**config.mk**
```make
export PLATFORM = sky130hd
export DESIGN_NAME = sleep_wake_ctrl
export DESIGN_NICKNAME = d
export VERILOG_FILES = /design/src/sleep_ctl_pkg.sv /design/src/wake_pin_filter.sv /design/src/sleep_wake_ctrl.sv
export SDC_FILE = /design/constraint.sdc
export NUM_CORES = 1
export LEC_CHECK = 0
export BUFFER_PORTS_ARGS = -buffer_cell sky130_fd_sc_hd__buf_4
export CORE_MARGIN = 2
export CORE_UTILIZATION = 45
export DETAILED_ROUTE_END_ITERATION = 10
export SLEW_MARGIN = 20
export SYNTH_ARGS = -nofsm -noshare
export SYNTH_HDL_FRONTEND = slang
export SYNTH_SLANG_ARGS = --single-unit
```
**constraint.sdc**
```tcl
create_clock -name i_clk -period 3.3 [get_ports i_clk]
set_clock_uncertainty 0.2 [all_clocks]
set_input_delay 0.66 -clock i_clk [delete_from_list [all_inputs] [get_ports i_clk]]
set_output_delay 0.66 -clock i_clk [all_outputs]
set_load 0.05 [all_outputs]
```
**src/sleep_ctl_pkg.sv**
```systemverilog
// Shared constants and types for the sleep and wake controller.
// Assumes an 8-bit special-function register port inside the chip.
package sleep_ctl_pkg;

  // Register addresses on the special-function register port
  localparam logic [7:0] ADDR_CLOCK_CTL = 8'h80;
  localparam logic [7:0] ADDR_STATE = 8'ha1;
  localparam logic [7:0] ADDR_WAKE_DET = 8'haf;
  localparam logic [7:0] ADDR_WAKE_CFG = 8'hc9;

  // clock_switch_control fields
  localparam int BIT_MAIN_SEL = 0;
  localparam int BIT_SLEEP_LO = 1;
  localparam int BIT_SLEEP_HI = 2;
  localparam int BIT_DISPLAY_STOP = 3;
  localparam int BIT_METER_STOP = 4;
  localparam int BIT_QUICK_SLEEP = 5;
  localparam int BIT_QUICK_WAKE = 6;
  localparam int BIT_METER_SEL = 7;
  localparam logic [7:0] CLOCK_CTL_RESET = 8'h00;
  // Bits that a wake without reset clears: quick clocks and sleep level
  localparam logic [7:0] WAKE_CLEAR_MASK = 8'h66;

  // Sleep level codes in bits 2:1
  localparam logic [1:0] SLEEP_NONE = 2'b00;
  localparam logic [1:0] SLEEP_LIGHT_A = 2'b01;
  localparam logic [1:0] SLEEP_LIGHT_B = 2'b11;
  localparam logic [1:0] SLEEP_DEEP = 2'b10;

  // State register fields
  localparam int BIT_SUPPLY_GOOD = 0;
  localparam int BIT_RTC_FLAG = 2;
  localparam int BIT_IO_FLAG = 3;

  // wake_config_register fields
  localparam int BIT_NO_RESET = 0;
  localparam int BIT_PORT_ZERO_EN = 1;
  localparam logic [1:0] WAKE_CFG_RESET = 2'b00;

  // wake_detect_register fields
  localparam int BIT_PIN_WAKE = 0;
  localparam int BIT_P02_WAKE = 1;
  localparam int BIT_P03_WAKE = 2;
  localparam int BIT_PULSE_WAKE = 3;

  // Wake pins: four dedicated pins plus two port-zero pins
  localparam int NUM_DEDICATED_PINS = 4;
  localparam int NUM_WAKE_PINS = 6;
  localparam int PIN_P02 = 4;
  localparam int PIN_P03 = 5;

  // A level must last more than this many crystal cycles
  localparam int OSC_MIN_CYCLES = 4;

  typedef enum logic [1:0] {st_crystal, st_working, st_light_sleep, st_deep_sleep} sys_state_e;

  typedef struct packed {
    logic main_regulator;
    logic digital_supply;
    logic osc_on;
    logic low_power_reference;
    logic rtc_run;
    logic cpu_run;
    logic mem_periph_run;
    logic main_clock_en;
    logic main_clock_pll;
    logic aux_clock_en;
    logic pll_en;
    logic metering_clock_en;
    logic metering_clock_pll;
    logic display_clock_en;
  } power_ctl_s;

endpackage

```
**src/wake_pin_filter.sv**
```systemverilog
// Qualifies one wake pin: synchroniser, then a stable-level counter.
// Assumes i_tick pulses once per crystal clock period.
`timescale 1ns/1ps
module wake_pin_filter #(
  parameter int MIN_CYCLES = 4
) (
  input wire logic i_clk,
  input wire logic i_rst_n,
  input wire logic i_tick,
  input wire logic i_pin,
  output logic o_edge
);
  localparam int CW = $clog2(MIN_CYCLES + 2);
  localparam logic [CW-1:0] LIMIT = CW'(MIN_CYCLES + 1);

  logic sync_a, sync_b;
  logic level, next_level;
  logic [CW-1:0] count, next_count;
  logic next_edge;

  always_ff @(posedge i_clk or negedge i_rst_n) begin
    if (!i_rst_n) begin
      sync_a <= 1'b0;
      sync_b <= 1'b0;
    end else begin
      sync_a <= i_pin;
      sync_b <= sync_a;
    end
  end

  // A new level is accepted only after it outlasts the minimum; glitches restart the count
  always_comb begin
    next_level = level;
    next_count = count;
    next_edge = 1'b0;
    if (sync_b == level) begin
      next_count = '0;
    end else if (i_tick) begin
      if (count == LIMIT - CW'(1)) begin
        next_level = sync_b;
        next_count = '0;
        next_edge = 1'b1;
      end else begin
        next_count = count + CW'(1);
      end
    end
  end

  always_ff @(posedge i_clk or negedge i_rst_n) begin
    if (!i_rst_n) begin
      level <= 1'b0;
      count <= '0;
      o_edge <= 1'b0;
    end else begin
      level <= next_level;
      count <= next_count;
      o_edge <= next_edge;
    end
  end
endmodule

```
**src/sleep_wake_ctrl.sv**
```systemverilog
// System state, sleep entry and wake control with its registers.
// Assumes a synchronous register port and wake inputs on i_clk.
// How it works
// - Upper reset levels return to crystal state
// - Crystal state: supplies always on, processor runs
// - PLL enabled and selected gives working state
// - Supply bit low, crystal, gating enters sleep
// - Sleep keeps RTC; display, metering unless stopped
// - Light sleep wakes on IO/RTC/pulse/supply, resets
// - Deep sleep wakes only on IO or supply
// - No-reset wake resumes, clears bits 6:5, 2:1
// - Enabled wake pin: either edge, levels over four
// - Port-zero pins wake only when enabled together
// - IO flag set: detect bits name source
// - RTC with pulse flag means pulse wake
// - Processor may sleep while metering keeps PLL
// - Quick sleep: light sleep only, PLL off
// - Bit7 selects metering clock, reads source used
// - Codes 01/11 light sleep, 10 deep sleep
// - Bit0 selects main clock, reads source used
`timescale 1ns/1ps
module sleep_wake_ctrl #(
  parameter int OSC_DIV = 6104
) (
  input wire logic i_clk,
  input wire logic i_rst_n,
  input wire logic i_level_reset,
  input wire logic [7:0] i_sfr_addr,
  input wire logic i_sfr_wr,
  input wire logic [7:0] i_sfr_wdata,
  output logic [7:0] o_sfr_rdata,
  input wire logic i_supply_good_status,
  input wire logic i_pll_enable,
  input wire logic i_rtc_wake,
  input wire logic i_pulse_out,
  input wire logic i_supply_restore,
  input wire logic [sleep_ctl_pkg::NUM_DEDICATED_PINS-1:0] i_pin_input_en,
  input wire logic [sleep_ctl_pkg::NUM_WAKE_PINS-1:0] i_wake_pin,
  output sleep_ctl_pkg::power_ctl_s o_power,
  output logic o_wake_reset
);
  import sleep_ctl_pkg::*;

  localparam int DW = $clog2(OSC_DIV + 1);

  sys_state_e state, next_state;
  logic [7:0] clock_ctl, next_clock_ctl;
  logic [1:0] wake_cfg, next_wake_cfg;
  logic io_flag, next_io_flag, rtc_flag, next_rtc_flag;
  logic [3:0] wake_det, next_wake_det;
  logic quick_pll, next_quick_pll, pll_block, next_pll_block;
  logic [NUM_DEDICATED_PINS-1:0] pin_armed, next_pin_armed;
  logic [DW-1:0] div_count;
  logic osc_tick;
  logic [NUM_WAKE_PINS-1:0] pin_edge;
  logic next_wake_reset;
  logic [7:0] next_rdata;
  power_ctl_s next_power;
  logic sleeping, wr_ctl, pin_wake, p02_wake, p03_wake, io_wake, pulse_wake, rtc_wake, wake;
  logic next_pll_on, next_sleeping;

  // Crystal clock modelled as an enable pulse divided from the system clock
  always_ff @(posedge i_clk or negedge i_rst_n) begin
    if (!i_rst_n) begin
      div_count <= '0;
    end else if (div_count == DW'(OSC_DIV - 1)) begin
      div_count <= '0;
    end else begin
      div_count <= div_count + DW'(1);
    end
  end
  assign osc_tick = (div_count == DW'(OSC_DIV - 1));

  genvar gi;
  generate
    for (gi = 0; gi < NUM_WAKE_PINS; gi++) begin : g_pin
      wake_pin_filter #(
        .MIN_CYCLES(OSC_MIN_CYCLES)
      ) u_filter (
        .i_clk(i_clk),
        .i_rst_n(i_rst_n),
        .i_tick(osc_tick),
        .i_pin(i_wake_pin[gi]),
        .o_edge(pin_edge[gi])
      );
    end
  endgenerate

  assign sleeping = (state == st_light_sleep) || (state == st_deep_sleep);
  assign wr_ctl = i_sfr_wr && (i_sfr_addr == ADDR_CLOCK_CTL);
  assign pin_wake = |(pin_edge[NUM_DEDICATED_PINS-1:0] & pin_armed);
  assign p02_wake = pin_edge[PIN_P02] && wake_cfg[BIT_PORT_ZERO_EN];
  assign p03_wake = pin_edge[PIN_P03] && wake_cfg[BIT_PORT_ZERO_EN];
  assign io_wake = pin_wake || p02_wake || p03_wake;
  assign pulse_wake = (state == st_light_sleep) && i_pulse_out;
  assign rtc_wake = (state == st_light_sleep) && i_rtc_wake;
  assign wake = sleeping && (io_wake || pulse_wake || rtc_wake || i_supply_restore);

  always_comb begin
    next_state = state;
    next_clock_ctl = clock_ctl;
    next_wake_cfg = wake_cfg;
    next_io_flag = io_flag;
    next_rtc_flag = rtc_flag;
    next_wake_det = wake_det;
    next_quick_pll = quick_pll;
    next_pll_block = pll_block;
    next_pin_armed = pin_armed;
    next_wake_reset = 1'b0;
    if (i_level_reset) begin
      next_state = st_crystal;
      next_clock_ctl = CLOCK_CTL_RESET;
      next_wake_cfg = WAKE_CFG_RESET;
      next_quick_pll = 1'b0;
      next_pll_block = 1'b0;
    end else if (sleeping) begin
      if (wake) begin
        next_io_flag = io_flag || io_wake;
        next_rtc_flag = rtc_flag || rtc_wake || pulse_wake;
        next_wake_det[BIT_PIN_WAKE] = wake_det[BIT_PIN_WAKE] || pin_wake;
        next_wake_det[BIT_P02_WAKE] = wake_det[BIT_P02_WAKE] || p02_wake;
        next_wake_det[BIT_P03_WAKE] = wake_det[BIT_P03_WAKE] || p03_wake;
        next_wake_det[BIT_PULSE_WAKE] = wake_det[BIT_PULSE_WAKE] || pulse_wake;
        next_state = st_crystal;
        next_pll_block = 1'b0;
        next_quick_pll = 1'b0;
        if (wake_cfg[BIT_NO_RESET]) begin
          next_clock_ctl = clock_ctl & ~WAKE_CLEAR_MASK;
        end else begin
          next_clock_ctl = CLOCK_CTL_RESET;
          next_wake_reset = 1'b1;
        end
      end
    end else begin
      if (i_sfr_wr && (i_sfr_addr == ADDR_WAKE_CFG)) begin
        next_wake_cfg = i_sfr_wdata[1:0];
      end
      if (wr_ctl) begin
        next_clock_ctl = i_sfr_wdata;
        if (i_sfr_wdata[BIT_QUICK_SLEEP]) begin
          next_clock_ctl[BIT_MAIN_SEL] = 1'b0;
          next_quick_pll = 1'b0;
          next_pll_block = 1'b1;
        end else if (i_sfr_wdata[BIT_QUICK_WAKE]) begin
          next_clock_ctl[BIT_MAIN_SEL] = 1'b1;
          next_quick_pll = 1'b1;
          next_pll_block = 1'b0;
        end
      end else if (!i_supply_good_status && !clock_ctl[BIT_MAIN_SEL]) begin
        // Sleep is decided on the stored register, one cycle after the write
        if (clock_ctl[BIT_QUICK_SLEEP]) begin
          next_state = st_light_sleep;
        end else begin
          case (clock_ctl[BIT_SLEEP_HI:BIT_SLEEP_LO])
            SLEEP_LIGHT_A, SLEEP_LIGHT_B: next_state = st_light_sleep;
            SLEEP_DEEP: next_state = st_deep_sleep;
            default: next_state = state;
          endcase
        end
        if (next_state != state) begin
          next_pin_armed = i_pin_input_en;
          next_io_flag = 1'b0;
          next_rtc_flag = 1'b0;
          next_wake_det = '0;
        end
      end
      if (next_state == state) begin
        if (quick_pll || (i_pll_enable && !pll_block)) begin
          next_state = clock_ctl[BIT_MAIN_SEL] ? st_working : st_crystal;
        end else begin
          next_state = st_crystal;
        end
      end
    end
  end

  // Power and clock outputs follow the next state so they come from flops
  always_comb begin
    next_sleeping = (next_state == st_light_sleep) || (next_state == st_deep_sleep);
    next_pll_on = next_quick_pll || (i_pll_enable && !next_pll_block);
    next_power.main_regulator = 1'b1;
    next_power.digital_supply = 1'b1;
    next_power.osc_on = 1'b1;
    next_power.low_power_reference = 1'b1;
    next_power.rtc_run = 1'b1;
    next_power.cpu_run = !next_sleeping;
    next_power.mem_periph_run = !next_sleeping;
    next_power.main_clock_en = !next_sleeping;
    next_power.aux_clock_en = !next_sleeping;
    next_power.main_clock_pll = next_clock_ctl[BIT_MAIN_SEL] && next_pll_on;
    next_power.pll_en = next_pll_on;
    next_power.metering_clock_en = !next_clock_ctl[BIT_METER_STOP];
    next_power.metering_clock_pll = next_clock_ctl[BIT_METER_SEL] && next_pll_on;
    next_power.display_clock_en = !next_clock_ctl[BIT_DISPLAY_STOP];
  end

  // Select bits read back the source actually in use, not just the stored bit
  always_comb begin
    case (i_sfr_addr)
      ADDR_CLOCK_CTL: next_rdata = {o_power.metering_clock_pll, clock_ctl[BIT_QUICK_WAKE:BIT_SLEEP_LO],
                                    o_power.main_clock_pll};
      ADDR_STATE: next_rdata = {4'h0, io_flag, rtc_flag, 1'b0, i_supply_good_status};
      ADDR_WAKE_DET: next_rdata = {4'h0, wake_det};
      ADDR_WAKE_CFG: next_rdata = {6'h00, wake_cfg};
      default: next_rdata = 8'h00;
    endcase
  end

  always_ff @(posedge i_clk or negedge i_rst_n) begin
    if (!i_rst_n) begin
      state <= st_crystal;
      clock_ctl <= CLOCK_CTL_RESET;
      wake_cfg <= WAKE_CFG_RESET;
      io_flag <= 1'b0;
      rtc_flag <= 1'b0;
      wake_det <= '0;
      quick_pll <= 1'b0;
      pll_block <= 1'b0;
      pin_armed <= '0;
      o_wake_reset <= 1'b0;
      o_sfr_rdata <= 8'h00;
      o_power <= '{main_regulator: 1'b1, digital_supply: 1'b1, osc_on: 1'b1, low_power_reference: 1'b1,
                   rtc_run: 1'b1, cpu_run: 1'b1, mem_periph_run: 1'b1, main_clock_en: 1'b1,
                   aux_clock_en: 1'b1, metering_clock_en: 1'b1, display_clock_en: 1'b1, default: 1'b0};
    end else begin
      state <= next_state;
      clock_ctl <= next_clock_ctl;
      wake_cfg <= next_wake_cfg;
      io_flag <= next_io_flag;
      rtc_flag <= next_rtc_flag;
      wake_det <= next_wake_det;
      quick_pll <= next_quick_pll;
      pll_block <= next_pll_block;
      pin_armed <= next_pin_armed;
      o_wake_reset <= next_wake_reset;
      o_sfr_rdata <= next_rdata;
      o_power <= next_power;
    end
  end
endmodule

```
==> results of run 1 <==
[layout make-up]
class,count,area share
sequential,94,0.478
multi-input combinational,266,0.346
inverter,22,0.0167
clock inverter,6,0.0137
timing repair buffer,59,0.0923
tap,111,0.0282
clock buffer,10,0.0259
[stage by stage]
step / power, uW / instance area, um2 / setup slack [ps] / util
2_1_floorplan: 1250 / 4240 / 696 / -
3_3_place_gp: 1320 / 4740 / 470 / 0.518
3_5_place_dp: 1320 / 4740 / 432 / 0.518
4_1_cts: 2090 / 4930 / 798 / 0.539
5_1_grt: 2140 / 4930 / 635 / 0.539
6_report: 2050 / 4930 / 782 / 0.539
[power groups by stage]
| stage | Combinational, uW | Sequential [uW] | Clock, uW |
|---|---|---|---|
| floorplan | 46.9 | 1200 | 0 |
| global placement | 116 | 1200 | 0 |
| detailed placement | 119 | 1200 | 0 |
| CTS | 119 | 1180 | 791 |
| global route | 129 | 1180 | 832 |
| finish | 116 | 1180 | 757 |
[worst max-delay path, stage by stage]
cell and delay, ps:
buf_4 130, or3_4 410, or4_1 570, a32o_1 300
or3b_1 370, a21boi_1 150
[metal layers]
metal | track usage | share of wire | vias up
met5 | 0 | 0 | -
met4 | 0.0801 | 0.021 | 0
met3 | 0.0395 | 0.034 | 16
met2 | 0.304 | 0.48 | 65
met1 | 0.239 | 0.46 | 1529
li1 | - | - | 1477
[cells in the mapped netlist, drive strengths merged (4+ instances only)]
cell type  count  area (um2)
dfrtp         91        2280
nand2         38         143
nor2          38         143
a21oi         22         110
inv           22        82.6
nand3         16        80.1
nor3          14        70.1
ha            13         163
mux2          12         135
buf            9        65.1
xnor2          9        78.8
clkbuf         8        30.0
o21ai          8        40.0
xor2           8        70.1
nand3b         7        52.6
a22oi          6        45.0
and2           5        31.3
nor4           5        43.8
a21boi         4        30.0
mux2i          4        40.0
nand2b         4        25.0
nand4          4        25.0
or3            4        30.0
[logic make-up after synthesis]
logic type                 Yosys count  synth area share
other                                1          0.000888
muxes                               16            0.0415
adders and majority gates           13            0.0385
DFF                                 94             0.558
AOI/OAI and AO/OA                   64             0.101
buffers and inverters               39            0.0421
and+or+nand+nor                    151             0.183
xor gates and xnor gates            17            0.0353
[registers in the layout (all words and copies together), names as in the netlist]
name,cells
g_pin.u_filter.level,6
pll_block,1
g_pin.u_filter.o_edge,6
g_pin.u_filter.count,18
io_flag,1
quick_pll,1
state,2
g_pin.u_filter.sync_a,6
wake_det,4
rtc_flag,1
wake_cfg,2
pin_armed,4
o_wake_reset,1
div_count,13
o_sfr_rdata,8
g_pin.u_filter.sync_b,6
clock_ctl,8
o_power,6
[worst min-delay path by stage]
stage                                  start                  endpoint  slack (ps)  cells past startpoint
floorplan           g_pin[0].u_filter.sync_a  g_pin[0].u_filter.sync_b         130                      0
global placement    g_pin[1].u_filter.sync_a  g_pin[1].u_filter.sync_b         130                      0
detailed placement  g_pin[1].u_filter.sync_a  g_pin[1].u_filter.sync_b         140                      0
CTS                                  i_rst_n                  rtc_flag         140                      1
global route                         i_rst_n            o_sfr_rdata[4]         160                      1
finish                               i_rst_n            o_sfr_rdata[4]         120                      1
[cells in the final DEF, fill, tap and decap left out, drive strengths merged, types with 2 or more instances in the layout]
master,instances
buf,59
mux2,12
mux2i,4
ha,13
a31oi,2
nand4,4
dfrtp,91
a21boi,4
nor4b,3
inv,24
dfstp,3
and4,3
a21oi,22
clkbuf,10
conb,5
nor2b,2
nand2,38
a32oi,2
nor3,14
or4,2
and2,5
a22o,2
a21o,2
o32ai,3
o21ai,8
nand2b,4
nand3b,7
or2,2
a22oi,6
nand3,16
xor2,8
nor2,38
nor4,5
clkinvlp,2
xnor2,9
o31a,3
o31ai,2
or3,4
==> flow_metrics.py, run 1 <==
metrics = {
    "yosys": {
        "synth_warnings": 0,
        "synth-seq-cells": 94,
        "synthFlopType": "dfrtp_1",
        "synth-edff-count": 0,
        "syn_inst": 395,
        "avgSynthCellArea_um2": 10.7,
        "seq_area_frac_synth": 0.558,
        "async_flop_share": 1.00,
        "netlist-cell-type-count": 53,
        "syn_area_um2": 4220,
    },
    "layout": {
        "fin_nets": 500,
        "area_growth_pct": 16.8,
        "instances_no_fill": 568,
        "drive_gt1_frac": 0.206,
        "fill_cells": 834,
        "multiInputGateArea_um2": 1700,
        "seq_area_um2": 2360,
        "insertedDiodeCount": 0,
    },
    "place": {
        "place_congestion": 0.855,
        "hpwlAfterDp_um": 6270,
        "io_buffers": 52,
        "place_inst": 552,
    },
    "die": {
        "die_area_um2": 10200,
        "start_util": 0.461,
        "rows": 35,
        "fp.dieW_um": 101,
        "fp.dieH_um": 101,
        "io_pins": 58,
        "core_um2": 9150,
    },
    "routing": {
        "vias_per_cell": 5.43,
        "vias": 3087,
        "drtIter0Drc": 105,
        "wl_per_cell_um": 15.4,
        "drtAntennaViolNets": 0,
        "drc": 0,
        "wirelength_um": 8730,
        "first_pass_iters": 4,
    },
    "sta": {
        "hold_viol": 0,
        "min_period_ps": 2520,
        "fin_crit_sh": 0.763,
        "max_freq_mhz": 397,
        "rsz0062_at_grt": "false",
        "finalSetupTns_ps": 0,
        "tightest_slew_ps": 799,
        "setup_viol": 0,
        "slew_headroom": 0.463,
        "timing.hold.ws_ps": 124,
        "drv_slew": 0,
    },
    "worst_setup_path": {
        "start_kind": "input port",
        "r2r_slack_ps": 850,
        "cp.arrival_ps": 2590,
        "rr_endpoint": "g_pin[3].u_filter.level",
        "worstSetupEndpointType": "register",
        "cp-startpoint": "i_sfr_addr[1]",
        "reg2reg_from": "div_count[8]",
        "crit_required_ps": 3370,
        "crit_end": "o_power[5]",
        "crit_type": "input port to register",
        "r2r_cells": 5,
        "crit_fanout": 5,
    },
    "global_routing": {
        "grt_usage": 0.186,
        "grt_pass1_wl_um": 14600,
        "grt_pass1_vias": 3030,
        "grt_max_degree": 49,
        "antenna_found_initial": 0,
        "grt-ovfl-total": 0,
    },
    "power_and_ir_drop": {
        "p_switching_uw": 483,
        "p_int_uw": 1570,
        "clockPowerShare": 0.369,
        "combPwrFrac": 0.057,
        "p_per_area_nw_per_um2": 416,
        "max-vdd-ir-drop_v": 0.000187,
        "leakage_uw": 0.00226,
        "switching_share": 0.235,
        "power_frac_seq": 0.574,
    },
    "run": {
        "drv_cap": 0,
    },
    "clock_network": {
        "postCtsHoldBufs": 0,
        "cts_resized": 0,
        "clockBufferDepth": 2,
        "cts_root_buffer": "clkbuf_8",
        "postCtsSetupBuffers": 0,
        "clk_pin_slew_worst_paths_ps": 90,
        "cts_made_buffers": 9,
        "clock_latency_ps": 360,
        "cts_tree": "done",
        "h-tree-depth": 3,
        "clock-sinks": 94,
    },
    "min_path": {
        "hp-class": "input port to async pin",
    },
    "status": {
        "status": "finished clean",
    },
}
No activity file was read; power rests on OpenSTA's default activity.
==> run 2: changes to the inputs <==
--- a/config.mk
+++ b/config.mk
@@ -9,6 +9,7 @@
 export CORE_MARGIN = 2
 export CORE_UTILIZATION = 45
 export DETAILED_ROUTE_END_ITERATION = 10
+export PLACE_DENSITY = 0.67
 export SLEW_MARGIN = 20
 export SYNTH_ARGS = -nofsm -noshare
 export SYNTH_HDL_FRONTEND = slang
==> constraint.sdc (replaced) <==
create_clock -name i_clk -period 2.23 [get_ports i_clk]
set_clock_uncertainty 0.2 [all_clocks]
set_input_delay 0.446 -clock i_clk [delete_from_list [all_inputs] [get_ports i_clk]]
set_output_delay 0.446 -clock i_clk [all_outputs]
set_load 0.05 [all_outputs]
==> flow_metrics.py, run 2 (synthesis results as in run 1) <==
metrics = {
    "clock_network": {
        "cts_made_buffers": 9,
        "clock-sinks": 94,
        "clock_latency_ps": 360,
        "h-tree-depth": 3,
        "clockBufferDepth": 2,
        "clk_pin_slew_worst_paths_ps": 100,
        "cts_root_buffer": "clkbuf_8",
        "cts_tree": "done",
    },
    "global_routing": {
        "grt_usage": 0.187,
        "grt_pass1_wl_um": 14800,
        "grt-ovfl-total": 0,
        "grt_max_degree": 58,
        "grt_pass1_vias": 3294,
        "antenna_found_initial": 0,
    },
    "layout": {
        "final_cell_mix": "dfrtp_1, buf_4, nand2_1, nor2_1",
        "final_common_cell": "dfrtp_1",
        "largest-register": "g_pin.u_filter.count",
        "largest_register_ffs": 18,
        "insertedDiodeCount": 0,
        "fin_area_um2": 5300,
        "reg.largest.list": "g_pin.u_filter.count: 18 flops, div_count: 13 flops",
        "drive_gt1_frac": 0.259,
        "fill_cells": 781,
        "area_growth_pct": 25.5,
        "fin_nets": 541,
    },
    "worst_setup_path": {
        "rr_endpoint": "pin_armed[3]",
        "start_kind": "register",
        "crit_required_ps": 2270,
        "worstSetupEndpointType": "register",
        "reg2reg_from": "state[1]",
        "crit_fanout": 8,
        "r2r_cells": 4,
        "crit_type": "register to register",
        "cp.arrival_ps": 2230,
        "r2r_slack_ps": 40,
    },
    "sta": {
        "finalSetupTns_ps": 0,
        "setup_viol": 0,
        "tightest_slew_ps": 842,
        "max_freq_mhz": 457,
        "drv_slew": 0,
        "hold_viol": 0,
        "min_period_ps": 2190,
        "rsz0062_at_grt": "true",
        "fin_crit_sh": 0.981,
        "slew_headroom": 0.434,
    },
    "power_and_ir_drop": {
        "clockPowerShare": 0.376,
        "leakage_uw": 0.00247,
        "max-vdd-ir-drop_v": 0.000317,
        "power_frac_seq": 0.560,
        "combPwrFrac": 0.064,
        "p_int_uw": 2360,
        "p_per_area_nw_per_um2": 588,
        "switching_share": 0.242,
        "p_switching_uw": 754,
    },
    "min_path": {
        "hp-class": "input port to register",
        "min_path_cells": 2,
        "hold_start": "i_pin_input_en[2]",
        "min_to": "pin_armed[2]",
    },
    "status": {
        "status": "finished clean",
    },
    "routing": {
        "vias_per_cell": 5.42,
        "wirelength_um": 8990,
        "vias": 3301,
        "first_pass_iters": 4,
        "wl_per_cell_um": 14.8,
        "drc": 0,
        "drtIter0Drc": 111,
        "drtAntennaViolNets": 0,
    },
    "die": {
        "fp.dieH_um": 101,
        "fp.dieW_um": 101,
        "io_pins": 58,
        "die_area_um2": 10200,
        "start_util": 0.461,
        "rows": 35,
        "core_um2": 9150,
    },
    "place": {
        "hpwlAfterDp_um": 6680,
        "placed_area_um2": 5020,
        "io_buffers": 52,
        "place_congestion": 0.935,
    },
    "run": {
        "drv_cap": 0,
    },
}
## run 2: changes by cell type in the layout (fill, tap and decap cells not counted), sizes merged
cell	previous run	this run
buf	59	93
clkinvlp	2	1
dlygate4sd3	0	7
inv	24	25
## run 2: metrics by stage
stage	cells	hold slack (ps)	power [uW]	utilization	setup slack, ps
finish	609	109	3120	0.579	42.9
global route	609	91.5	3250	0.579	-40.5
CTS	609	96.4	3150	0.579	40.7
detailed placement	586	108	1970	0.549	-300
global placement	586	110	1970	0.549	-248
floorplan	399	-49.6	1850	-	-67.6
## run 2: worst max-delay path by stage
stage / start / to / slack, ps / cells after the start
3_5_place_dp: i_sfr_addr[0] / o_power[5] / -300 / 6
6_report: state[1] / pin_armed[3] / 40 / 4
2_1_floorplan: i_sfr_addr[0] / o_power[1] / -70 / 5
3_3_place_gp: i_sfr_addr[0] / o_power[5] / -250 / 6
5_1_grt: state[1] / pin_armed[3] / -40 / 4
4_1_cts: state[1] / pin_armed[3] / 40 / 4
## run 2: repair_timing
item / CTS / global route
endpoints found under the setup margin: 0 / 6
setup buffers: 0 / 0
resized for setup: 0 / 0
hold buffers: 7 / 0
hold endpoints to repair: 18 / 0
## run 2: metal layers
metal / vias up / global-route usage / wire length (um)
met5: - / 0 / 0
met4: 0 / 0.0948 / 269
met3: 19 / 0.0340 / 372
met2: 80 / 0.324 / 4490
met1: 1637 / 0.223 / 3860
li1: 1565 / - / -
## run 2: area by class of cell
| class | count | area, um2 | share of cell area |
|---|---|---|---|
| Inverter | 22 | 82.6 | 0.0156 |
| Sequential cell | 94 | 2360 | 0.445 |
| Timing Repair Buffer | 100 | 806 | 0.152 |
| Tap cell | 111 | 139 | 0.0262 |
| Clock buffer | 10 | 128 | 0.0241 |
| Multi-Input combinational cell | 266 | 1710 | 0.323 |
| Clock inverter | 6 | 77.6 | 0.0146 |
## run 2: critical path: stages, from the launching register on
cell	delay, ps
dfrtp_1	550
inv_1	110
o31a_1	150
nor4_2	640
mux2_2	420
## run 2: power by group through the flow
stage                     clock network [uW]  registers [uW]  logic, uW
final                                   1170            1740        201
after global routing                    1280            1750        221
after CTS                               1210            1740        204
after detailed placement                   0            1780        194
after global placement                     0            1780        191
after floorplan                            0            1780       70.0
